### src/core/timer8_defs.vh
// Purpose: Constants for the 8-bit waveform timer block
// Assumes: 25 MHz ref_clk, Avalon-MM byte addressing of word-aligned registers
// Notes: Offsets are byte addresses of 32-bit words
`ifndef TIMER8_DEFS_VH
`define TIMER8_DEFS_VH

// ----------------------------------------
// Register offsets (byte addresses)
// ----------------------------------------
`define OFS_CTRL_A 5'h00
`define OFS_CTRL_B 5'h04
`define OFS_COUNT 5'h08
`define OFS_MATCH_A 5'h0c
`define OFS_STATUS 5'h01 // Index form unused; status lives at OFS_FLAGS
`define OFS_FLAGS 5'h10
`define OFS_MATCH_B 5'h14

// ----------------------------------------
// Field positions and masks
// ----------------------------------------
`define CTRLA_WMASK 8'hf3
`define CTRLB_WMASK 8'h0f
`define FB_FORCE_A 7
`define FB_FORCE_B 6
`define FB_MODE_HIGH 3

// ----------------------------------------
// Reset values and constants
// ----------------------------------------
`define CTRL_RST 8'h00
`define CNT_MAX 8'hff
`define CNT_BOTTOM 8'h00

// ----------------------------------------
// Waveform modes
// ----------------------------------------
`define WM_NORMAL 3'h0
`define WM_PC_FF 3'h1
`define WM_CTC 3'h2
`define WM_FAST_FF 3'h3
`define WM_PC_A 3'h5
`define WM_FAST_A 3'h7

`endif

### src/core/tick_select.v
// Purpose: Timer tick source selection and prescaler
// Assumes: ext_tick_pin already synchronised by the caller
// Notes: Prescaler free-runs; a stopped source yields no ticks
`timescale 1ns/100ps
module tick_select (
  ref_clk,
  rst_n,
  tick_source_sel,
  ext_sync,
  tick
);
  input wire ref_clk;
  input wire rst_n;
  input wire [2:0] tick_source_sel;
  input wire ext_sync;
  output reg tick;

  reg [9:0] div_ff;
  reg ext_prev_ff;

  always @(posedge ref_clk or negedge rst_n) begin
    if (!rst_n) begin
      div_ff <= 10'h000;
      ext_prev_ff <= 1'b0;
    end else begin
      div_ff <= div_ff + 10'h001;
      ext_prev_ff <= ext_sync;
    end
  end

  // Divide ratios 8, 64, 256, 1024 taken from the shared prescaler
  always @* begin
    case (tick_source_sel)
      3'h0: tick = 1'b0;
      3'h1: tick = 1'b1;
      3'h2: tick = (div_ff[2:0] == 3'h7);
      3'h3: tick = (div_ff[5:0] == 6'h3f);
      3'h4: tick = (div_ff[7:0] == 8'hff);
      3'h5: tick = (div_ff == 10'h3ff);
      3'h6: tick = ext_prev_ff & ~ext_sync;
      default: tick = ~ext_prev_ff & ext_sync;
    endcase
  end
endmodule // tick_select

### src/core/wave_out_unit.v
// Purpose: One compare output channel action logic
// Assumes: Mode decode flags from the timer core
// Notes: B channel passes allow_toggle low so its code 01 stays reserved in PWM modes
`timescale 1ns/100ps
module wave_out_unit (
  ref_clk,
  rst_n,
  sel,
  allow_toggle,
  is_pwm,
  is_pc,
  count_up,
  match,
  at_top,
  at_bottom,
  match_is_top,
  force_hit,
  wave_out,
  drive_en
);
  input wire ref_clk;
  input wire rst_n;
  input wire [1:0] sel;
  input wire allow_toggle;
  input wire is_pwm;
  input wire is_pc;
  input wire count_up;
  input wire match;
  input wire at_top;
  input wire at_bottom;
  input wire match_is_top;
  input wire force_hit;
  output reg wave_out;
  output reg drive_en;

  reg nxt_wave;
  reg hit;

  always @* begin
    nxt_wave = wave_out;
    hit = match | force_hit;
    if (!is_pwm) begin
      case (sel)
        2'h1: if (hit) nxt_wave = ~wave_out;
        2'h2: if (hit) nxt_wave = 1'b0;
        2'h3: if (hit) nxt_wave = 1'b1;
        default: nxt_wave = wave_out;
      endcase
    end else if (sel == 2'h1) begin
      if (allow_toggle && match) nxt_wave = ~wave_out;
    end else if (sel[1]) begin
      if (match_is_top) begin
        // Match ignored; the top action keeps the output at its steady level
        if (at_top) nxt_wave = ~sel[0];
      end else if (!is_pc) begin
        if (match) nxt_wave = sel[0];
        else if (at_top) nxt_wave = ~sel[0];
      end else if (match) begin
        nxt_wave = count_up ? sel[0] : ~sel[0];
      end else if (at_bottom) begin
        nxt_wave = ~sel[0];
      end
    end
  end

  always @(posedge ref_clk or negedge rst_n) begin
    if (!rst_n) begin
      wave_out <= 1'b0;
      drive_en <= 1'b0;
    end else begin
      wave_out <= nxt_wave;
      // Reserved code 01 on channel B in PWM keeps the pin released
      drive_en <= (sel != 2'h0) && !(is_pwm && sel == 2'h1 && !allow_toggle);
    end
  end
endmodule // wave_out_unit

### src/core/timer8_wave_ctrl.v
// Purpose: 8-bit timer waveform mode control with Avalon-MM register slave
// Assumes: 25 MHz ref_clk; ext_tick_pin is asynchronous to ref_clk
// Notes: Pin direction registers live outside; drive_en only requests the pin
`timescale 1ns/100ps
`include "timer8_defs.vh"
module timer8_wave_ctrl (
  ref_clk,
  arst_n,
  avs_address,
  avs_read,
  avs_write,
  avs_writedata,
  avs_readdata,
  avs_waitrequest,
  ext_tick_pin,
  wave_out_a,
  wave_out_b,
  drive_en_a,
  drive_en_b
);
  input wire ref_clk;
  input wire arst_n;
  input wire [4:0] avs_address;
  input wire avs_read;
  input wire avs_write;
  input wire [31:0] avs_writedata;
  output reg [31:0] avs_readdata;
  output reg avs_waitrequest;
  input wire ext_tick_pin;
  output wire wave_out_a;
  output wire wave_out_b;
  output wire drive_en_a;
  output wire drive_en_b;

  // ----------------------------------------
  // Reset and pin synchronisers
  // ----------------------------------------
  reg rst_meta_ff;
  reg rst_n_ff;
  reg ext_meta_ff;
  reg ext_sync_ff;

  always @(posedge ref_clk or negedge arst_n) begin
    if (!arst_n) begin
      rst_meta_ff <= 1'b0;
      rst_n_ff <= 1'b0;
    end else begin
      rst_meta_ff <= 1'b1;
      rst_n_ff <= rst_meta_ff;
    end
  end

  always @(posedge ref_clk or negedge rst_n_ff) begin
    if (!rst_n_ff) begin
      ext_meta_ff <= 1'b0;
      ext_sync_ff <= 1'b0;
    end else begin
      ext_meta_ff <= ext_tick_pin;
      ext_sync_ff <= ext_meta_ff;
    end
  end

  // ----------------------------------------
  // Registers
  // ----------------------------------------
  reg [7:0] ctrl_a_ff;
  reg [7:0] ctrl_b_ff;
  reg [7:0] count_value_ff;
  reg [7:0] match_value_a_ff;
  reg [7:0] match_value_b_ff;
  reg [7:0] match_buf_a_ff;
  reg [7:0] match_buf_b_ff;
  reg count_up_ff;
  reg wrap_flag_ff;
  reg match_flag_a_ff;
  reg match_flag_b_ff;
  reg force_a_ff;
  reg force_b_ff;
  reg count_wr_ff;

  wire tick;
  wire [1:0] out_a_action_sel = ctrl_a_ff[7:6];
  wire [1:0] out_b_action_sel = ctrl_a_ff[5:4];
  wire [1:0] wave_mode_low = ctrl_a_ff[1:0];
  wire wave_mode_high = ctrl_b_ff[`FB_MODE_HIGH];
  wire [2:0] tick_source_sel = ctrl_b_ff[2:0];
  wire [2:0] wave_mode = {wave_mode_high, wave_mode_low};

  // ----------------------------------------
  // Mode decode
  // ----------------------------------------
  // Reserved modes 4 and 6 fall through to plain normal counting
  wire is_pc = (wave_mode == `WM_PC_FF) || (wave_mode == `WM_PC_A);
  wire is_fast = (wave_mode == `WM_FAST_FF) || (wave_mode == `WM_FAST_A);
  wire is_ctc = (wave_mode == `WM_CTC);
  wire is_pwm = is_pc | is_fast;
  wire top_from_a = (wave_mode == `WM_CTC) || (wave_mode == `WM_PC_A) || (wave_mode == `WM_FAST_A);
  wire [7:0] top_value = top_from_a ? match_value_a_ff : `CNT_MAX;
  wire at_top = tick && (count_value_ff == top_value);
  wire at_bottom = tick && (count_value_ff == `CNT_BOTTOM);
  wire at_max = tick && (count_value_ff == `CNT_MAX);
  // A counter write blocks the next match
  wire match_a = tick && !count_wr_ff && (count_value_ff == match_value_a_ff);
  wire match_b = tick && !count_wr_ff && (count_value_ff == match_value_b_ff);
  wire force_hit_a = force_a_ff && !is_pwm;
  wire force_hit_b = force_b_ff && !is_pwm;

  function [7:0] wr_merge;
    input [7:0] old;
    input [7:0] data;
    input [7:0] mask;
    begin
      wr_merge = (old & ~mask) | (data & mask);
    end
  endfunction

  // Register select for one bus strobe
  function reg_hit;
    input strobe;
    input [4:0] addr;
    input [4:0] ofs;
    begin
      reg_hit = strobe && (addr == ofs);
    end
  endfunction

  // Sticky flag: set wins over write-one-to-clear
  function flag_next;
    input set_evt;
    input old;
    input clr;
    begin
      flag_next = set_evt | (old & ~clr);
    end
  endfunction

  // ----------------------------------------
  // Counter
  // ----------------------------------------
  reg [7:0] nxt_count;
  reg nxt_up;
  always @* begin
    nxt_count = count_value_ff;
    nxt_up = count_up_ff;
    if (tick) begin
      if (is_pc) begin
        // Top and bottom each held one tick by the direction turn
        if (count_up_ff && count_value_ff == top_value) nxt_up = 1'b0;
        else if (!count_up_ff && count_value_ff == `CNT_BOTTOM) nxt_up = 1'b1;
        if (count_up_ff && count_value_ff != top_value) nxt_count = count_value_ff + 8'h01;
        else if (!count_up_ff && count_value_ff != `CNT_BOTTOM) nxt_count = count_value_ff - 8'h01;
      end else if ((is_ctc || is_fast) && count_value_ff == top_value) begin
        nxt_count = `CNT_BOTTOM;
        nxt_up = 1'b1;
      end else begin
        nxt_count = count_value_ff + 8'h01;
        nxt_up = 1'b1;
      end
    end
  end

  // ----------------------------------------
  // Bus decode
  // ----------------------------------------
  // Writes land at the edge where the master sees waitrequest low
  wire bus_wr = avs_write && !avs_waitrequest;
  // Read data is loaded one edge early so it stands when waitrequest drops
  wire bus_rd = avs_read && avs_waitrequest;
  wire wr_a = reg_hit(bus_wr, avs_address, `OFS_CTRL_A);
  wire wr_b = reg_hit(bus_wr, avs_address, `OFS_CTRL_B);
  wire wr_cnt = reg_hit(bus_wr, avs_address, `OFS_COUNT);
  wire wr_flags = reg_hit(bus_wr, avs_address, `OFS_FLAGS);
  wire wr_match_a = reg_hit(bus_wr, avs_address, `OFS_MATCH_A);
  wire wr_match_b = reg_hit(bus_wr, avs_address, `OFS_MATCH_B);
  wire wrap_evt = is_pc ? at_bottom : ((wave_mode == `WM_FAST_A) ? at_top : at_max);

  // ----------------------------------------
  // Control registers
  // ----------------------------------------
  always @(posedge ref_clk or negedge rst_n_ff) begin
    if (!rst_n_ff) begin
      ctrl_a_ff <= `CTRL_RST;
      ctrl_b_ff <= `CTRL_RST;
    end else begin
      if (wr_a) begin
        ctrl_a_ff <= wr_merge(ctrl_a_ff, avs_writedata[7:0], `CTRLA_WMASK);
      end
      if (wr_b) begin
        ctrl_b_ff <= wr_merge(ctrl_b_ff, avs_writedata[7:0], `CTRLB_WMASK);
      end
    end
  end

  // ----------------------------------------
  // Force strobes
  // ----------------------------------------
  // Strobes live one cycle and are never stored in control B
  always @(posedge ref_clk or negedge rst_n_ff) begin
    if (!rst_n_ff) begin
      force_a_ff <= 1'b0;
      force_b_ff <= 1'b0;
    end else begin
      force_a_ff <= wr_b && avs_writedata[`FB_FORCE_A];
      force_b_ff <= wr_b && avs_writedata[`FB_FORCE_B];
    end
  end

  // ----------------------------------------
  // Counter register
  // ----------------------------------------
  always @(posedge ref_clk or negedge rst_n_ff) begin
    if (!rst_n_ff) begin
      count_value_ff <= 8'h00;
      count_up_ff <= 1'b1;
      count_wr_ff <= 1'b0;
    end else begin
      if (wr_cnt) begin
        count_value_ff <= avs_writedata[7:0];
      end else begin
        count_value_ff <= nxt_count;
      end
      count_up_ff <= nxt_up;
      if (wr_cnt) begin
        count_wr_ff <= 1'b1;
      end else if (tick) begin
        count_wr_ff <= 1'b0;
      end
    end
  end

  // ----------------------------------------
  // Match registers
  // ----------------------------------------
  // Double buffer only in PWM, so a mid-period write cannot glitch the output
  always @(posedge ref_clk or negedge rst_n_ff) begin
    if (!rst_n_ff) begin
      match_value_a_ff <= 8'h00;
      match_value_b_ff <= 8'h00;
      match_buf_a_ff <= 8'h00;
      match_buf_b_ff <= 8'h00;
    end else begin
      if (wr_match_a) begin
        match_buf_a_ff <= avs_writedata[7:0];
      end
      if (wr_match_b) begin
        match_buf_b_ff <= avs_writedata[7:0];
      end
      if (!is_pwm || at_top) begin
        match_value_a_ff <= wr_match_a ? avs_writedata[7:0] : match_buf_a_ff;
        match_value_b_ff <= wr_match_b ? avs_writedata[7:0] : match_buf_b_ff;
      end
    end
  end

  // ----------------------------------------
  // Status flags
  // ----------------------------------------
  always @(posedge ref_clk or negedge rst_n_ff) begin
    if (!rst_n_ff) begin
      wrap_flag_ff <= 1'b0;
      match_flag_a_ff <= 1'b0;
      match_flag_b_ff <= 1'b0;
    end else begin
      wrap_flag_ff <= flag_next(wrap_evt, wrap_flag_ff, wr_flags & avs_writedata[0]);
      match_flag_a_ff <= flag_next(match_a, match_flag_a_ff, wr_flags & avs_writedata[1]);
      match_flag_b_ff <= flag_next(match_b, match_flag_b_ff, wr_flags & avs_writedata[2]);
    end
  end

  // ----------------------------------------
  // Bus answer: one wait cycle per access
  // ----------------------------------------
  always @(posedge ref_clk or negedge rst_n_ff) begin
    if (!rst_n_ff) begin
      avs_waitrequest <= 1'b1;
      avs_readdata <= 32'h00000000;
    end else begin
      avs_waitrequest <= ~((avs_read | avs_write) & avs_waitrequest);
      if (bus_rd) begin
        case (avs_address)
          `OFS_CTRL_A: avs_readdata <= {24'h000000, ctrl_a_ff & `CTRLA_WMASK};
          `OFS_CTRL_B: avs_readdata <= {24'h000000, ctrl_b_ff & `CTRLB_WMASK};
          `OFS_COUNT: avs_readdata <= {24'h000000, count_value_ff};
          `OFS_MATCH_A: avs_readdata <= {24'h000000, match_buf_a_ff};
          `OFS_MATCH_B: avs_readdata <= {24'h000000, match_buf_b_ff};
          `OFS_FLAGS: avs_readdata <= {29'h00000000, match_flag_b_ff, match_flag_a_ff, wrap_flag_ff};
          default: avs_readdata <= 32'h00000000;
        endcase
      end
    end
  end

  // ----------------------------------------
  // Submodules
  // ----------------------------------------
  tick_select u_tick (
    .ref_clk(ref_clk),
    .rst_n(rst_n_ff),
    .tick_source_sel(tick_source_sel),
    .ext_sync(ext_sync_ff),
    .tick(tick)
  );

  wave_out_unit u_out_a (
    .ref_clk(ref_clk),
    .rst_n(rst_n_ff),
    .sel(out_a_action_sel),
    .allow_toggle(wave_mode_high),
    .is_pwm(is_pwm),
    .is_pc(is_pc),
    .count_up(count_up_ff),
    .match(match_a),
    .at_top(at_top),
    .at_bottom(at_bottom),
    .match_is_top(is_pwm && match_value_a_ff == top_value),
    .force_hit(force_hit_a),
    .wave_out(wave_out_a),
    .drive_en(drive_en_a)
  );

  wave_out_unit u_out_b (
    .ref_clk(ref_clk),
    .rst_n(rst_n_ff),
    .sel(out_b_action_sel),
    .allow_toggle(1'b0),
    .is_pwm(is_pwm),
    .is_pc(is_pc),
    .count_up(count_up_ff),
    .match(match_b),
    .at_top(at_top),
    .at_bottom(at_bottom),
    .match_is_top(is_pwm && match_value_b_ff == top_value),
    .force_hit(force_hit_b),
    .wave_out(wave_out_b),
    .drive_en(drive_en_b)
  );
endmodule // timer8_wave_ctrl

### config.mk
export PLATFORM = sky130hd
export DESIGN_NAME = timer8_wave_ctrl
export DESIGN_NICKNAME = d
export VERILOG_FILES = /design/src/core/tick_select.v /design/src/core/wave_out_unit.v /design/src/core/timer8_wave_ctrl.v
export VERILOG_INCLUDE_DIRS = /design/src /design/src/core
export SDC_FILE = /design/constraint.sdc
export NUM_CORES = 1
export LEC_CHECK = 0
export CORE_UTILIZATION = 30
export CTS_CLUSTER_DIAMETER = 100
export CTS_CLUSTER_SIZE = 24
export DETAILED_ROUTE_END_ITERATION = 10
export DONT_BUFFER_PORTS = 1
export PLACE_DENSITY = 0.48
export SYNTH_ARGS = -nofsm -noshare
export SYNTH_HDL_FRONTEND = slang
export SYNTH_SLANG_ARGS = --single-unit
### constraint.sdc
create_clock -name ref_clk -period 7.65 [get_ports ref_clk]
set_clock_uncertainty 0.05 [all_clocks]
set_input_delay 1.53 -clock ref_clk [delete_from_list [all_inputs] [get_ports ref_clk]]
set_output_delay 1.53 -clock ref_clk [all_outputs]
set_load 0.005 [all_outputs]
==> out/results.ini <==
[clock_network]
cts_tree = built
numClockSinks = 85
cts_resized = 0
ctsHoldBuffers = 0
cts.clk_slew.worst_paths_ns = 0.07
clk_latency_ns = 0.36
root_buffer = clkbuf_16
post_cts_buffers = 0
cts_buffers = 9
h-tree-depth = 3
clockBufferDepth = 2

[sta]
maxSlewViolCount = 0
worst_pin_slew_ns = 1.21
finalHoldViolCount = 0
layout_min_cycle_time_ns = 3.70
slew_headroom = 0.191
worst_hold_slack_ns = 0.0987
finalSetupViolCount = 0
rsz0062_at_grt = no
post-route-period-util = 0.483
fmax_ghz = 0.271
setup_slack_ns = 3.95
timing.setup.tns_ns = 0

[global_routing]
grt.overflow.total = 0
antenna_found_initial = 0
grt_pass1_vias = 3877
track_usage = 0.166
grt_max_degree = 74
grt_pass1_wl_um = 22300

[route]
wirelength_um = 14100
vias = 4084
drtIter0Drc = 350
drtPass1Iterations = 6
avgRoutedWirePerCell_um = 18.9
final_antenna_net_count = 0
drc = 0
vias_per_cell = 5.45

[worst_setup_path]
startpoint = ctrl_a_ff[0]
crit_type = reg -> reg
critPathLaunchType = flop
path_max_fanout = 18
crit_path_end_kind = flop
cp_data_required_time_ns = 7.87
reg2reg_from = ctrl_a_ff[0]
arrival_ns = 3.92

[floorplan]
coreArea_mm2 = 0.0168
die_h_um = 134
fp.dieW_um = 134
rows = 47
die-area_mm2 = 0.0179
ios = 79
initial_core_util = 0.311

[pwr]
total_power_mw = 1.47
p_leak_nw = 2.42
p_per_area_mw_per_mm2 = 264
ir_drop_uv = 101

[final_layout]
layout.nets = 580
final_cell_mix = 82 x dfrtp_1, 46 x nor2_1, 46 x nand2_1
mostFrequentLayoutCell = dfrtp_1
syn2layout_area_growth_pct = 7.33
drive_gt1_frac = 0.113
n_antenna_cell = 0

[synthesis]
synth-seq-cells = 85
synthArstFlopShare = 1.00
ys.warnings.count = 0
yosys_most_used_dff = dfrtp_1
synth.cell_area_mm2 = 0.00521
synth_edf_count = 0
synth.avg_cell_area_um2 = 9.57
yosysUniqueCellTypes = 67
ys_seq_area_frac = 0.409
syn_inst = 544

[placed_design]
dp_hpwl_um = 10200
finalWeightedCongestion = 0.857
post-place-ws_ns = 3.99
io_buffers = 0

[min_path]
hold_path.class = reg -> async

[flow_run]
drv_cap = 0

[outcome]
outcome = finished, final reports clean

## cells in the mapped netlist, drive strengths merged (3+ instances only)
master | number | area share
dfrtp | 83 | 0.40
nand2 | 47 | 0.034
nor2 | 46 | 0.033
mux2 | 43 | 0.093
buf | 37 | 0.051
a21oi | 20 | 0.019
clkbuf | 20 | 0.014
nand3 | 19 | 0.019
o21ai | 19 | 0.018
xnor2 | 16 | 0.027
inv | 14 | 0.010
ha | 13 | 0.031
a221oi | 11 | 0.019
mux2i | 10 | 0.019
nor3 | 10 | 0.012
nor4 | 10 | 0.012
a31oi | 9 | 0.011
and3 | 9 | 0.011
xor2 | 9 | 0.015
nand4 | 8 | 0.0096
o22ai | 7 | 0.0096
o31ai | 7 | 0.010
or3 | 7 | 0.0094
nand2b | 6 | 0.0072
a211oi | 5 | 0.0072
a222oi | 5 | 0.0096
and2 | 5 | 0.0065
nand3b | 4 | 0.0058
a211o | 3 | 0.0050
nor4b | 3 | 0.0050
or3b | 3 | 0.0050
or4 | 3 | 0.0043
## final cells by class
cell class / count / area [µm²]
Tap cell: 220 / 275
Timing Repair Buffer: 4 / 30.0
Inverter: 16 / 60.1
Fill cell: 1720 / 11200
Clock inverter: 6 / 75.1
Multi-Input combinational cell: 409 / 2780
Clock buffer: 10 / 239
Sequential cell: 85 / 2130
## stage by stage
step                      cell area (µm²)  utilization  cells
after floorplan                      5290            -    567
after global placement               5280        0.315    734
after detailed placement             5280        0.315    734
after CTS                            5590        0.333    750
after global routing                 5590        0.333    750
final                                5590        0.333    750
## power breakdown
group | leakage, nW | switching (mW) | total, mW | internal [mW]
logic | 1.19 | 0.194 | 0.363 | 0.170
registers | 1.08 | 0.127 | 0.639 | 0.513
clock network | 0.152 | 0.204 | 0.472 | 0.267
## sequential cells by signal (all words and copies together), names as in the netlist, 4 cells and up
signal            flops
u_tick.div_ff        10
count_value_ff        8
match_value_a_ff      8
ctrl_b_ff             4
match_buf_b_ff        8
match_value_b_ff      8
ctrl_a_ff             6
match_buf_a_ff        8
avs_readdata          8
## path summary, 6_finish.rpt
| check | to | slack, ns | cells past startpoint |
|---|---|---|---|
| worst min-delay path | u_tick.div_ff[8] | 0.1 | 0 |
| min in group ref_clk | rst_n_ff | 0.30 | 0 |
| worst max-delay path | count_value_ff[3] | 3.95 | 8 |
| worst max register to register | count_value_ff[3] | 3.95 | 8 |
| worst min register to register | u_tick.div_ff[8] | 0.1 | 0 |
| max in group asynchronous | count_value_ff[6] | 6.28 | 1 |
## cell families after synthesis
logic type	after synthesis	share of synthesized area
buffers and inverters	73	0.0769
other	2	0.00144
adder cells (fa/ha/maj)	13	0.0312
multiplexers	53	0.112
AO/OA/AOI/OAI	104	0.139
XOR/XNOR	25	0.0420
AND/OR/NAND/NOR	189	0.189
flip-flops	85	0.409
## critical path, cell delays in order (launching register included)
cell     delay, ns
dfrtp_1       0.60
or3b_1        0.63
a21oi_1       0.31
xor2_1        0.21
and4b_1       0.37
a31oi_1       0.46
or4_1         0.58
a211o_1       0.27
a31oi_1       0.13
## layer usage
| layer | vias to the layer above | GRT usage | wire [µm] |
|---|---|---|---|
| met4 | 0 | 0.0821 | 462 |
| met2 | 159 | 0.267 | 6640 |
| li1 | 1891 | - | - |
| met5 | - | 0 | 0 |
| met3 | 22 | 0.0339 | 821 |
| met1 | 2012 | 0.212 | 6220 |
No activity file was read; power rests on OpenSTA's default activity.
